**config.mk**
```make
export PLATFORM = sky130hd
export DESIGN_NAME = flash_sec_id
export DESIGN_NICKNAME = d
export VERILOG_FILES = /design/src/flash_sec_pkg.sv /design/src/flash_sec_id.sv
export VERILOG_INCLUDE_DIRS = /design/src
export SDC_FILE = /design/constraint.sdc
export NUM_CORES = 1
export LEC_CHECK = 0
export ABC_AREA = 0
export BUFFER_PORTS_ARGS = -buffer_cell sky130_fd_sc_hd__buf_2
export CAP_MARGIN = 20
export CORE_MARGIN = 2
export CORE_UTILIZATION = 45
export CTS_BUF_LIST = sky130_fd_sc_hd__clkbuf_8
export CTS_CLUSTER_DIAMETER = 50
export DETAILED_ROUTE_END_ITERATION = 10
export GPL_ROUTABILITY_DRIVEN = 1
export PLACE_DENSITY = 0.74
export SKIP_LAST_GASP = 1
export SLEW_MARGIN = 0
export SYNTH_ARGS = -nofsm -noshare
export SYNTH_HDL_FRONTEND = slang
export SYNTH_SLANG_ARGS = --single-unit
```
**constraint.sdc**
```tcl
create_clock -name clock -period 6.15 [get_ports clock]
set_clock_uncertainty 0.1 [all_clocks]
set_input_delay 0.9225 -clock clock [delete_from_list [all_inputs] [get_ports clock]]
set_output_delay 0.9225 -clock clock [all_outputs]
set_load 0.01 [all_outputs]
```
**src/flash_sec_cfg.svh**
```systemverilog
`ifndef FLASH_SEC_CFG_SVH
`define FLASH_SEC_CFG_SVH

// opcodes
`define OP_ID_PAIR_READ 8'h90
`define OP_ID_PAIR_READ_ALT 8'hdf
`define OP_ID_PAIR_READ_QUAD 8'hef
`define OP_SEC_REG_READ 8'h28
`define OP_FAIL_FLAGS_CLEAR 8'h30
`define OP_OTP_REGION_ENTER 8'hb1
`define OP_OTP_REGION_EXIT 8'hc1
`define OP_SEC_REG_WRITE 8'h2f
`define OP_PROTECT_MODE_SELECT 8'h68
`define OP_WIDE_ADDRESS_ENTER 8'hb7
`define OP_WIDE_ADDRESS_EXIT 8'he9
`define OP_STATUS_REG_WRITE 8'h01
`define OP_SINGLE_BLOCK_LOCK 8'h36
`define OP_SINGLE_BLOCK_UNLOCK 8'h39
`define OP_WHOLE_CHIP_LOCK 8'h7e
`define OP_WHOLE_CHIP_UNLOCK 8'h98
`define OP_BLOCK_ERASE 8'hd8
`define OP_SECTOR_ERASE 8'h20
`define OP_HALF_BLOCK_ERASE 8'h52
`define OP_CHIP_ERASE 8'hc7
`define OP_CHIP_ERASE_ALT 8'h60

// identity bytes, values arbitrary
`define ID_MAKER 8'h5a
`define ID_DEVICE 8'h3c

// id address that swaps byte order
`define ID_SWAP_ADDR 8'h01

// security register fields
`define SEC_PROT_MODE 7
`define SEC_ERASE_FAIL 6
`define SEC_PROG_FAIL 5
`define SEC_CONT_PROG 4
`define SEC_RESERVED 3
`define SEC_WIDE_ADDR 2
`define SEC_OTP_LOCK 1
`define SEC_FACTORY_LOCK 0

// id read header after the opcode: two dummy plus address byte
`define ID_HEADER_BYTES 3'h3

// synchroniser levels during reset: wp, si, sclk, cs
`define PIN_IDLE_LEVELS 4'h9

`endif

```
**src/flash_sec_pkg.sv**
```systemverilog
package flash_sec_pkg;
   typedef enum logic [2:0] {
      ST_OPCODE,
      ST_ID_HEADER,
      ST_ID_OUT,
      ST_SEC_OUT,
      ST_SEC_WRITE,
      ST_IGNORE
   } cmd_state_t;
endpackage

```
**src/flash_sec_id.sv**
```systemverilog
// Behaviour
// - id read: opcode, two dummies, address
// - id bytes out on falling edge, msb first
// - address 01h gives device id first
// - id bytes alternate until select rises
// - otp entry redirects reads and programs
// - otp mode rejects writes, locks, erases
// - otp exit restores main array addressing
// - security read anytime, repeats byte
// - security register bit layout
// - bit0 read-only factory lock indicator
// - otp lock settable once, then frozen
// - no main array access in otp mode
// - wide address bit set/clear by commands
// - continuous program bit mirrors mode
// - program fail sticky until clear command
// - erase fail sticky until clear command
// - protection select one-way set
// - select chooses one protection scheme
// - per-block mode powers up all locked
// - write-protect low protects whole array only when prot_mode_stored is set
// - security write needs byte-aligned select rise
// - security read opcode 28h, allowed in cp
`timescale 1ns/1ps
`include "flash_sec_cfg.svh"

module flash_sec_id (
   input wire logic clock,
   input wire logic rst,
   input wire logic cs_n,
   input wire logic sclk,
   input wire logic si,
   output logic so,
   output logic so_oe,
   input wire logic wp_n,
   input wire logic factory_lock,
   input wire logic prot_mode_stored,
   input wire logic otp_lock_stored,
   input wire logic cont_prog_active,
   input wire logic busy,
   input wire logic prog_fail_event,
   input wire logic erase_fail_event,
   input wire logic block_locked,
   output logic prot_mode_program,
   output logic otp_lock_program,
   output logic otp_mode,
   output logic wide_address,
   output logic otp_write_allowed,
   output logic array_write_protected,
   output logic bp_scheme_active,
   output logic cmd_reject,
   output logic [7:0] sec_value
);
   import flash_sec_pkg::*;

   // ---------------------------------
   // pin synchronisers
   // ---------------------------------
   logic sclk_last_reg;
   wire [3:0] pin_sync;
   wire [3:0] pin_raw = {wp_n, si, sclk, cs_n};
   localparam logic [3:0] pin_idle = `PIN_IDLE_LEVELS;
   genvar pin;

   for (pin = 0; pin < 4; pin = pin + 1) begin : g_sync
      logic meta_reg;
      logic sync_reg;
      always_ff @(posedge clock or posedge rst) begin
         if (rst) begin
            meta_reg <= pin_idle[pin];
            sync_reg <= pin_idle[pin];
         end else begin
            meta_reg <= pin_raw[pin];
            sync_reg <= meta_reg;
         end
      end
      assign pin_sync[pin] = sync_reg;
   end

   always_ff @(posedge clock or posedge rst) begin
      if (rst) begin
         sclk_last_reg <= 1'b0;
      end else begin
         sclk_last_reg <= pin_sync[1];
      end
   end

   wire cs_low = ~pin_sync[0];
   wire sclk_rise = cs_low & pin_sync[1] & ~sclk_last_reg;
   wire sclk_fall = cs_low & ~pin_sync[1] & sclk_last_reg;
   wire si_bit = pin_sync[2];
   wire wp_low = ~pin_sync[3];

   // ---------------------------------
   // bit and byte shifter
   // ---------------------------------
   logic [2:0] bit_cnt_reg;
   logic [6:0] shift_reg;
   logic cs_low_last_reg;
   wire [7:0] rx_byte = {shift_reg, si_bit};
   wire byte_done = sclk_rise & (bit_cnt_reg == 3'h7);
   wire cs_rise = cs_low_last_reg & ~cs_low;
   wire on_boundary = (bit_cnt_reg == 3'h0);

   always_ff @(posedge clock or posedge rst) begin
      if (rst) begin
         bit_cnt_reg <= 3'h0;
         shift_reg <= 7'h00;
         cs_low_last_reg <= 1'b0;
      end else begin
         cs_low_last_reg <= cs_low;
         if (!cs_low) begin
            bit_cnt_reg <= 3'h0;
         end else if (sclk_rise) begin
            bit_cnt_reg <= bit_cnt_reg + 3'h1;
            shift_reg <= rx_byte[6:0];
         end
      end
   end

   // ---------------------------------
   // opcode decode
   // ---------------------------------
   wire op_id = (rx_byte == `OP_ID_PAIR_READ) | (rx_byte == `OP_ID_PAIR_READ_ALT) |
                (rx_byte == `OP_ID_PAIR_READ_QUAD);
   wire op_sec_read = (rx_byte == `OP_SEC_REG_READ);
   wire op_sec_write = (rx_byte == `OP_SEC_REG_WRITE);
   wire op_otp_enter = (rx_byte == `OP_OTP_REGION_ENTER);
   wire op_otp_exit = (rx_byte == `OP_OTP_REGION_EXIT);
   wire op_clear = (rx_byte == `OP_FAIL_FLAGS_CLEAR);
   wire op_prot_sel = (rx_byte == `OP_PROTECT_MODE_SELECT);
   wire op_wide_en = (rx_byte == `OP_WIDE_ADDRESS_ENTER);
   wire op_wide_ex = (rx_byte == `OP_WIDE_ADDRESS_EXIT);
   wire op_status_write = (rx_byte == `OP_STATUS_REG_WRITE);
   wire op_block_lock = (rx_byte == `OP_SINGLE_BLOCK_LOCK);
   wire op_block_unlock = (rx_byte == `OP_SINGLE_BLOCK_UNLOCK);
   wire op_chip_lock = (rx_byte == `OP_WHOLE_CHIP_LOCK);
   wire op_chip_unlock = (rx_byte == `OP_WHOLE_CHIP_UNLOCK);
   wire op_block_erase = (rx_byte == `OP_BLOCK_ERASE) | (rx_byte == `OP_HALF_BLOCK_ERASE);
   wire op_sector_erase = (rx_byte == `OP_SECTOR_ERASE);
   wire op_chip_erase = (rx_byte == `OP_CHIP_ERASE) | (rx_byte == `OP_CHIP_ERASE_ALT);
   wire op_guarded = op_status_write | op_sec_write | op_prot_sel | op_block_lock | op_block_unlock |
                     op_chip_lock | op_chip_unlock | op_block_erase | op_sector_erase | op_chip_erase;

   // ---------------------------------
   // command state machine
   // ---------------------------------
   cmd_state_t state_reg;
   cmd_state_t state_next;
   logic [1:0] hdr_cnt_reg;
   logic swap_reg;
   logic [7:0] pend_reg;
   logic pend_valid_reg;
   logic reject_reg;
   logic otp_mode_reg;
   logic wide_reg;
   logic prog_fail_reg;
   logic erase_fail_reg;
   logic prot_prog_reg;
   logic otp_lock_prog_reg;

   wire opcode_byte = byte_done & (state_reg == ST_OPCODE);
   wire reject_now = opcode_byte & otp_mode_reg & op_guarded;
   wire accept = opcode_byte & ~reject_now & (~cont_prog_active | op_sec_read);
   wire pend_done = cs_rise & pend_valid_reg & on_boundary;
   wire header_last = byte_done & (state_reg == ST_ID_HEADER) & (hdr_cnt_reg == 2'h2);

   always_comb begin
      state_next = state_reg;
      case (state_reg)
         ST_OPCODE: begin
            if (opcode_byte) begin
               if (accept & op_id & ~busy) begin
                  state_next = ST_ID_HEADER;
               end else if (accept & op_sec_read) begin
                  state_next = ST_SEC_OUT;
               end else begin
                  state_next = ST_IGNORE;
               end
            end
         end
         ST_ID_HEADER: begin
            if (header_last) begin
               state_next = ST_ID_OUT;
            end
         end
         ST_ID_OUT: state_next = ST_ID_OUT;
         ST_SEC_OUT: state_next = ST_SEC_OUT;
         ST_SEC_WRITE: state_next = ST_SEC_WRITE;
         ST_IGNORE: state_next = ST_IGNORE;
         default: state_next = ST_OPCODE;
      endcase
      if (!cs_low) begin
         state_next = ST_OPCODE;
      end
   end

   always_ff @(posedge clock or posedge rst) begin
      if (rst) begin
         state_reg <= ST_OPCODE;
      end else begin
         state_reg <= state_next;
      end
   end

   always_ff @(posedge clock or posedge rst) begin
      if (rst) begin
         hdr_cnt_reg <= 2'h0;
         swap_reg <= 1'b0;
      end else begin
         if (state_reg != ST_ID_HEADER) begin
            hdr_cnt_reg <= 2'h0;
         end else if (byte_done) begin
            hdr_cnt_reg <= hdr_cnt_reg + 2'h1;
         end
         if (header_last) begin
            swap_reg <= (rx_byte == `ID_SWAP_ADDR);
         end
      end
   end

   // ---------------------------------
   // commands executed at select rise
   // ---------------------------------
   always_ff @(posedge clock or posedge rst) begin
      if (rst) begin
         pend_reg <= 8'h00;
         pend_valid_reg <= 1'b0;
         reject_reg <= 1'b0;
      end else begin
         reject_reg <= reject_now;
         if (accept & ~busy) begin
            pend_reg <= rx_byte;
            pend_valid_reg <= 1'b1;
         end else if (!cs_low || (sclk_rise && state_reg != ST_OPCODE)) begin
            pend_valid_reg <= 1'b0;
         end
      end
   end

   wire run_otp_enter = pend_done & (pend_reg == `OP_OTP_REGION_ENTER);
   wire run_otp_exit = pend_done & (pend_reg == `OP_OTP_REGION_EXIT);
   wire run_sec_write = pend_done & (pend_reg == `OP_SEC_REG_WRITE) & ~otp_lock_stored;
   wire run_prot_sel = pend_done & (pend_reg == `OP_PROTECT_MODE_SELECT);
   wire run_wide_en = pend_done & (pend_reg == `OP_WIDE_ADDRESS_ENTER);
   wire run_wide_ex = pend_done & (pend_reg == `OP_WIDE_ADDRESS_EXIT);
   wire run_clear = pend_done & (pend_reg == `OP_FAIL_FLAGS_CLEAR);

   always_ff @(posedge clock or posedge rst) begin
      if (rst) begin
         otp_mode_reg <= 1'b0;
         wide_reg <= 1'b0;
      end else begin
         if (run_otp_enter) begin
            otp_mode_reg <= 1'b1;
         end else if (run_otp_exit) begin
            otp_mode_reg <= 1'b0;
         end
         if (run_wide_en) begin
            wide_reg <= 1'b1;
         end else if (run_wide_ex) begin
            wide_reg <= 1'b0;
         end
      end
   end

   always_ff @(posedge clock or posedge rst) begin
      if (rst) begin
         prog_fail_reg <= 1'b0;
         erase_fail_reg <= 1'b0;
      end else begin
         prog_fail_reg <= prog_fail_event | (prog_fail_reg & ~run_clear);
         erase_fail_reg <= erase_fail_event | (erase_fail_reg & ~run_clear);
      end
   end

   always_ff @(posedge clock or posedge rst) begin
      if (rst) begin
         prot_prog_reg <= 1'b0;
         otp_lock_prog_reg <= 1'b0;
      end else begin
         prot_prog_reg <= run_prot_sel & ~prot_mode_stored;
         otp_lock_prog_reg <= run_sec_write;
      end
   end

   // ---------------------------------
   // security register and protection
   // ---------------------------------
   wire [7:0] sec_bits;
   assign sec_bits[`SEC_PROT_MODE] = prot_mode_stored;
   assign sec_bits[`SEC_ERASE_FAIL] = erase_fail_reg;
   assign sec_bits[`SEC_PROG_FAIL] = prog_fail_reg;
   assign sec_bits[`SEC_CONT_PROG] = cont_prog_active;
   assign sec_bits[`SEC_RESERVED] = 1'b0;
   assign sec_bits[`SEC_WIDE_ADDR] = wide_reg;
   assign sec_bits[`SEC_OTP_LOCK] = otp_lock_stored;
   assign sec_bits[`SEC_FACTORY_LOCK] = factory_lock;
   assign sec_value = sec_bits;
   assign prot_mode_program = prot_prog_reg;
   assign otp_lock_program = otp_lock_prog_reg;
   assign otp_mode = otp_mode_reg;
   assign wide_address = wide_reg;
   assign otp_write_allowed = otp_mode_reg & ~otp_lock_stored & ~factory_lock;
   assign bp_scheme_active = ~prot_mode_stored;
   assign array_write_protected = otp_mode_reg |
                                  (prot_mode_stored & (wp_low | block_locked));
   assign cmd_reject = reject_reg;

   // ---------------------------------
   // serial output on falling edge
   // ---------------------------------
   logic [7:0] out_shift_reg;
   logic id_sel_reg;
   logic so_reg;
   wire swap_sel = header_last ? (rx_byte == `ID_SWAP_ADDR) : swap_reg;
   wire [7:0] id_first = swap_sel ? `ID_DEVICE : `ID_MAKER;
   wire [7:0] id_second = swap_sel ? `ID_MAKER : `ID_DEVICE;
   wire out_active = (state_reg == ST_ID_OUT) | (state_reg == ST_SEC_OUT);

   always_ff @(posedge clock or posedge rst) begin
      if (rst) begin
         out_shift_reg <= 8'h00;
         id_sel_reg <= 1'b0;
         so_reg <= 1'b0;
      end else if (!out_active) begin
         id_sel_reg <= 1'b0;
         out_shift_reg <= (state_next == ST_SEC_OUT) ? sec_value : id_first;
      end else if (sclk_fall) begin
         so_reg <= out_shift_reg[7];
         if (bit_cnt_reg == 3'h0) begin
            out_shift_reg <= {out_shift_reg[6:0], 1'b0};
         end else begin
            out_shift_reg <= {out_shift_reg[6:0], 1'b0};
         end
      end else if (byte_done) begin
         id_sel_reg <= ~id_sel_reg;
         if (state_reg == ST_SEC_OUT) begin
            out_shift_reg <= sec_value;
         end else begin
            out_shift_reg <= id_sel_reg ? id_first : id_second;
         end
      end
   end

   assign so = so_reg;
   assign so_oe = out_active & cs_low;
endmodule

```
=== Word level (Yosys, flattened, before mapping) ===
Index checks and enable logic that the tools add are counted.

* Register bits: 52
* Input bits: 14
* Output and inout bits: 18
* Logic and storage cells: 170

* $add $sub $neg: 2
* Equal/unequal tests: 35
* Muxes and demuxes: 28
* Bitwise operators: 65
* Reduce and logical (&&, ||, !) cells: 13

{| class="wikitable"
|+ Operators with widths
! operator !! count
|-
| 8-bit equality test, second input constant || 10
|-
| 8-bit by 6-bit equality test with 1-bit output, second input constant || 7
|-
| 8-bit by 7-bit equality test with 1-bit output, second input constant || 5
|-
| 8-bit two-way mux || 5
|-
| 1-bit AND || 34
|-
| 3-bit two-way mux || 7
|-
| 7-bit two-way mux || 3
|-
| 1-bit OR || 19
|-
| 3-bit one-hot mux with 6 select lines || 1
|-
| 1-bit NOT || 12
|-
| 1-bit two-way mux || 10
|-
| 2-bit nonzero test || 5
|-
| 3-bit by 2-bit equality test with 1-bit output, second input constant || 3
|-
| 3-bit equality test, second input constant || 3
|-
| 8-bit by 1-bit equality test with 1-bit output, second input constant || 1
|-
| 3-bit logical NOT || 2
|-
| 2-bit AND reduction || 3
|-
| 2-bit two-way mux || 2
|-
| 2-bit inequality test, second input constant || 2
|-
| 3-bit by 1-bit adder with 3-bit output, second input constant || 1
|-
| 3-bit by 1-bit equality test with 1-bit output, second input constant || 1
|-
| 3-bit by 1-bit inequality test with 1-bit output, second input constant || 1
|-
| 3-bit inequality test, second input constant || 1
|-
| 3-bit nonzero test || 1
|-
| 4 further kinds || 4
|}

=== Depth between registers and ports, before layout ===
* Depth after elaboration: 23
* Mapped depth: 9
* Depth with buffers taken out: 7

=== Least setup slack after synthesis ===
OpenSTA, ideal clock, no wires.

* Kind: register to register
* Start: register shift_reg[5]
* End: register pend_reg[0]
* Library setup time: 0.125 ns
* Arrival time: 2.204 ns
* Data required time: 5.925 ns
* Slack: 3.721 ns
* Stages on the path, launching flop included: 8
* Buffers on the path: 2
* Clock period less this slack: 2.429 ns
* Path through: dfrtp_1 -> buf_6 -> or4b_4 -> or2_1 -> a2111oi_2 -> o221a_1 -> buf_6 -> mux2_4

* Word-level cells in the longest chain between the ends: 15
* Elaborated cells between the ends (all ways): 30
* Those cells by class: 13 x eq/ne; 17 x bitwise

{| class="wikitable"
|+ RTL lines
! element !! RTL line !! source
|-
| start: declaration || flash_sec_id.sv:98 || <nowiki>logic [6:0] shift_reg;</nowiki>
|-
| start signal: assignment || flash_sec_id.sv:116 || <nowiki>shift_reg <= rx_byte[6:0];</nowiki>
|-
| 8-bit by 1-bit equality test with 1-bit output (no source line) / 8-bit by 6-bit equality test with 1-bit output (equally long branches) || -- ||
|-
| 1-bit OR (5 in a row) || flash_sec_id.sv:142 || <nowiki>wire op_guarded = op_status_write | op_sec_write | op_prot_sel | op_block_lock | op_block_unlock |</nowiki>
|-
| 1-bit OR (4 in a row) || flash_sec_id.sv:143 || <nowiki>op_chip_lock | op_chip_unlock | op_block_erase | op_sector_erase | op_chip_erase;</nowiki>
|-
| 1-bit AND || flash_sec_id.sv:163 || <nowiki>wire reject_now = opcode_byte & otp_mode_reg & op_guarded;</nowiki>
|-
| 1-bit NOT || flash_sec_id.sv:164 || <nowiki>wire accept = opcode_byte & ~reject_now & (~cont_prog_active | op_sec_read);</nowiki>
|-
| 1-bit AND || flash_sec_id.sv:164 ||
|-
| 1-bit AND * || flash_sec_id.sv:164 ||
|-
| 1-bit AND * || flash_sec_id.sv:232 || <nowiki>if (accept & ~busy) begin</nowiki>
|-
| end signal: assignment || flash_sec_id.sv:233 || <nowiki>pend_reg <= rx_byte;</nowiki>
|-
| end: declaration || flash_sec_id.sv:152 || <nowiki>logic [7:0] pend_reg;</nowiki>
|}

Mark *: on every way between the ends. The rest lies on a longest branch, timed or not.
A chain may end at the register's enable or synchronous reset.

=== Final worst setup path ===
* Start: register shift_reg[2]
* End: register pend_reg[2]

Same word-level chain as after synthesis.

==> flow_summary.yaml <==
cells_and_area:
  n_antenna_cell: 0
  syn_to_final_growth_pct: 8.28
  fill_cells: 574
  fin_util_pct: 50.8
  drive_gt1_share_pct: 23.8
  stdcell_area_um2: 3030
  layout_common_cells: "48 x dfrtp_1, 30 x buf_2, 27 x nand2_1"
  layout_commonest_cell: "dfrtp_1"
  nets: 307
timing:
  min_period_ps: 2920
  period_share_pct: 47.4
  max_freq_mhz: 343
  setup_tns_ps: 0
  slew_violations: 0
  rsz0062_at_grt: "false"
  setup_violations: 0
  tightest_slew_ps: 864
  hold_viol: 0
  setup_slack_ps: 3230
  max_slew_margin_pct: 42.3
cts:
  holdBufCountCts: 0
  cts_tree: "yes"
  clkTransAtPathRegs_ps: 80
  cts.path.max_buffers: 2
  cts_inserted_buffers: 5
  clk_latency_ps: 310
  ctsResizeCount: 0
  htreeDepth: 2
  cts_num_sinks: 52
  clockRootBuffer: "clkbuf_8"
  post-cts-setup-buffers: 0
grt:
  grt_max_degree: 53
  track_usage_pct: 17.7
  grt_antenna_before_repair: 0
  grt_pass1_vias: 2028
  grt_pass1_wl_um: 9960
  gr-total-overflow: 0
power:
  p_int_uw: 507
  p_per_area_nw_per_um2: 239
  pwr-share-clk_pct: 27.2
  p_comb_share_pct: 13.7
  seq_power_share_pct: 59.1
  p_switching_uw: 216
  ir_worst_vdd_v: 0.000118
  switching_share_pct: 29.9
  leakage_uw: 0.00129
flow_run:
  maxCapViolations: 0
floorplanning:
  num_io_pins: 32
  die_x_um: 82.8
  die_area_um2: 6860
  rows: 28
  die_y_um: 82.8
  coreArea_um2: 5960
  start_util_pct: 46.9
synthesis:
  netlist_instances: 273
  yosys_warnings: 0
  netlist_area_um2: 2800
  synth_xor_area_share_pct: 0.940
  yosys_most_used_dff: "dfrtp_1"
  synthMuxAreaShare_pct: 7.52
  synth_seq_cells: 52
  synth_simple_gate_area_share_pct: 21.6
  synth.net_count: 291
  synth_top_family_by_area: "simple AND/OR/NAND/NOR gates"
  synth.distinct_cells: 58
  avgSynthCellArea_um2: 10.2
  async_flop_share_pct: 100
  synthAdderAreaFrac_pct: 1.79
  synth_compound_area_share_pct: 15.1
  synth_edf_count: 0
  synth.top_cell.area_share_pct: 43.0
  ys_seq_area_share_pct: 46.7
  synth_area_leaders: "dfrtp_1 43%, mux2_4 4.3%, dfstp_2 3.8%"
  yosysTopAreaCell: "dfrtp_1"
setup_path:
  critPathKind: "flip-flop to flip-flop"
  critPathMaxFanout: 15
  required_ps: 6250
  cp-start-kind: "flip-flop"
  cp.arrival_ps: 3010
  end_kind: "flip-flop"
drt:
  vias: 2115
  drtIter0Drc: 132
  dr.pass1.iters: 5
  ant_nets: 0
  drt-wirelength-per-cell_um: 16.3
  wl_um: 5960
  avgViaCountPerCell: 5.79
  drc_errors: 0
placed_design:
  gp_congestion: 0.861
  detailed_place.area_um2: 2920
  hpwl_um: 4210
  pre_cts_ws_ps: 3250
  port_buffers: 30
status:
  status: "finished clean"
hold_path:
  hp-class: "flip-flop to flip-flop"
==> final timing paths <==
path	slack, ps	end	cells past startpoint	startpoint
max	3230	pend_reg[2]	5	shift_reg[2]
max reg2reg	3230	pend_reg[2]	5	shift_reg[2]
min reg2reg	250	g_sync[2].sync_reg	0	g_sync[2].meta_reg
min	250	g_sync[2].sync_reg	0	g_sync[2].meta_reg
max in group asynchronous	4870	g_sync[3].meta_reg	3	rst
min in group asynchronous	500	bit_cnt_reg[1]	2	rst
==> cell families after synthesis <==
family,after synthesis
AO/OA/AOI/OAI,60
XOR/XNOR,3
adder cells (fa/ha/maj),4
buffers and inverters,33
flip-flops,52
multiplexers,16
other,1
AND/OR/NAND/NOR,104
==> cells in the mapped netlist (all sizes together) (2+ instances only) <==
cell     count
nand4bb      2
and3         2
clkbuf      12
nor4bb       3
or4b         3
o21a         3
xnor2        3
o31ai        2
nor4         8
nor3b        3
o32a         2
or3          6
mux2        16
o221a        2
a21oi       12
nand2b       6
a211oi       7
nand4        5
dfstp        4
nor2        17
o311ai       2
nor4b        2
o21ai       11
or3b         3
nand2       27
nor3         4
nor2b        5
a2111oi      2
buf         12
a21o         3
o211ai       4
inv          9
dfrtp       48
a31oi        2
ha           4
==> layer usage <==
metal / global-route usage, % / up-vias / wire, um
met3: 2.68 / 9 / 261
met5: 0 / - / 0
met1: 24.4 / 1020 / 2760
met2: 28.4 / 67 / 2840
li1: - / 1019 / -
met4: 6.56 / 0 / 99
==> final cells by class <==
cell class | instances | area, um2 | share of cell area [%]
Inverter | 9 | 33.8 | 1.12
Clock buffer | 6 | 82.6 | 2.73
Timing Repair Buffer | 33 | 185 | 6.12
Clock inverter | 2 | 7.51 | 0.248
Multi-Input combinational cell | 188 | 1320 | 43.5
Sequential cell | 52 | 1310 | 43.2
Tap cell | 75 | 93.8 | 3.10
==> per-stage QoR <==
step	hold slack, ps	power (uW)	std cells
floorplan	231	506	273
global placement	234	528	356
detailed placement	237	531	356
CTS	258	727	364
global route	263	760	365
finish	255	724	365
==> critical path: stages, from the launching register on <==
cell and delay, ps:
dfrtp_1 620, or4b_1 520, or2_1 280, a2111oi_2 360, o221a_1 590, mux2_4 350
==> power by group through the flow <==
stage               combinational [uW]  sequential [uW]  clock [uW]
finish                            99.0              428         197
detailed placement                98.5              433           0
CTS                               98.9              426         202
global placement                  98.8              429           0
floorplan                          118              389           0
global route                       110              434         216
(Power assumes the default switching activity.)
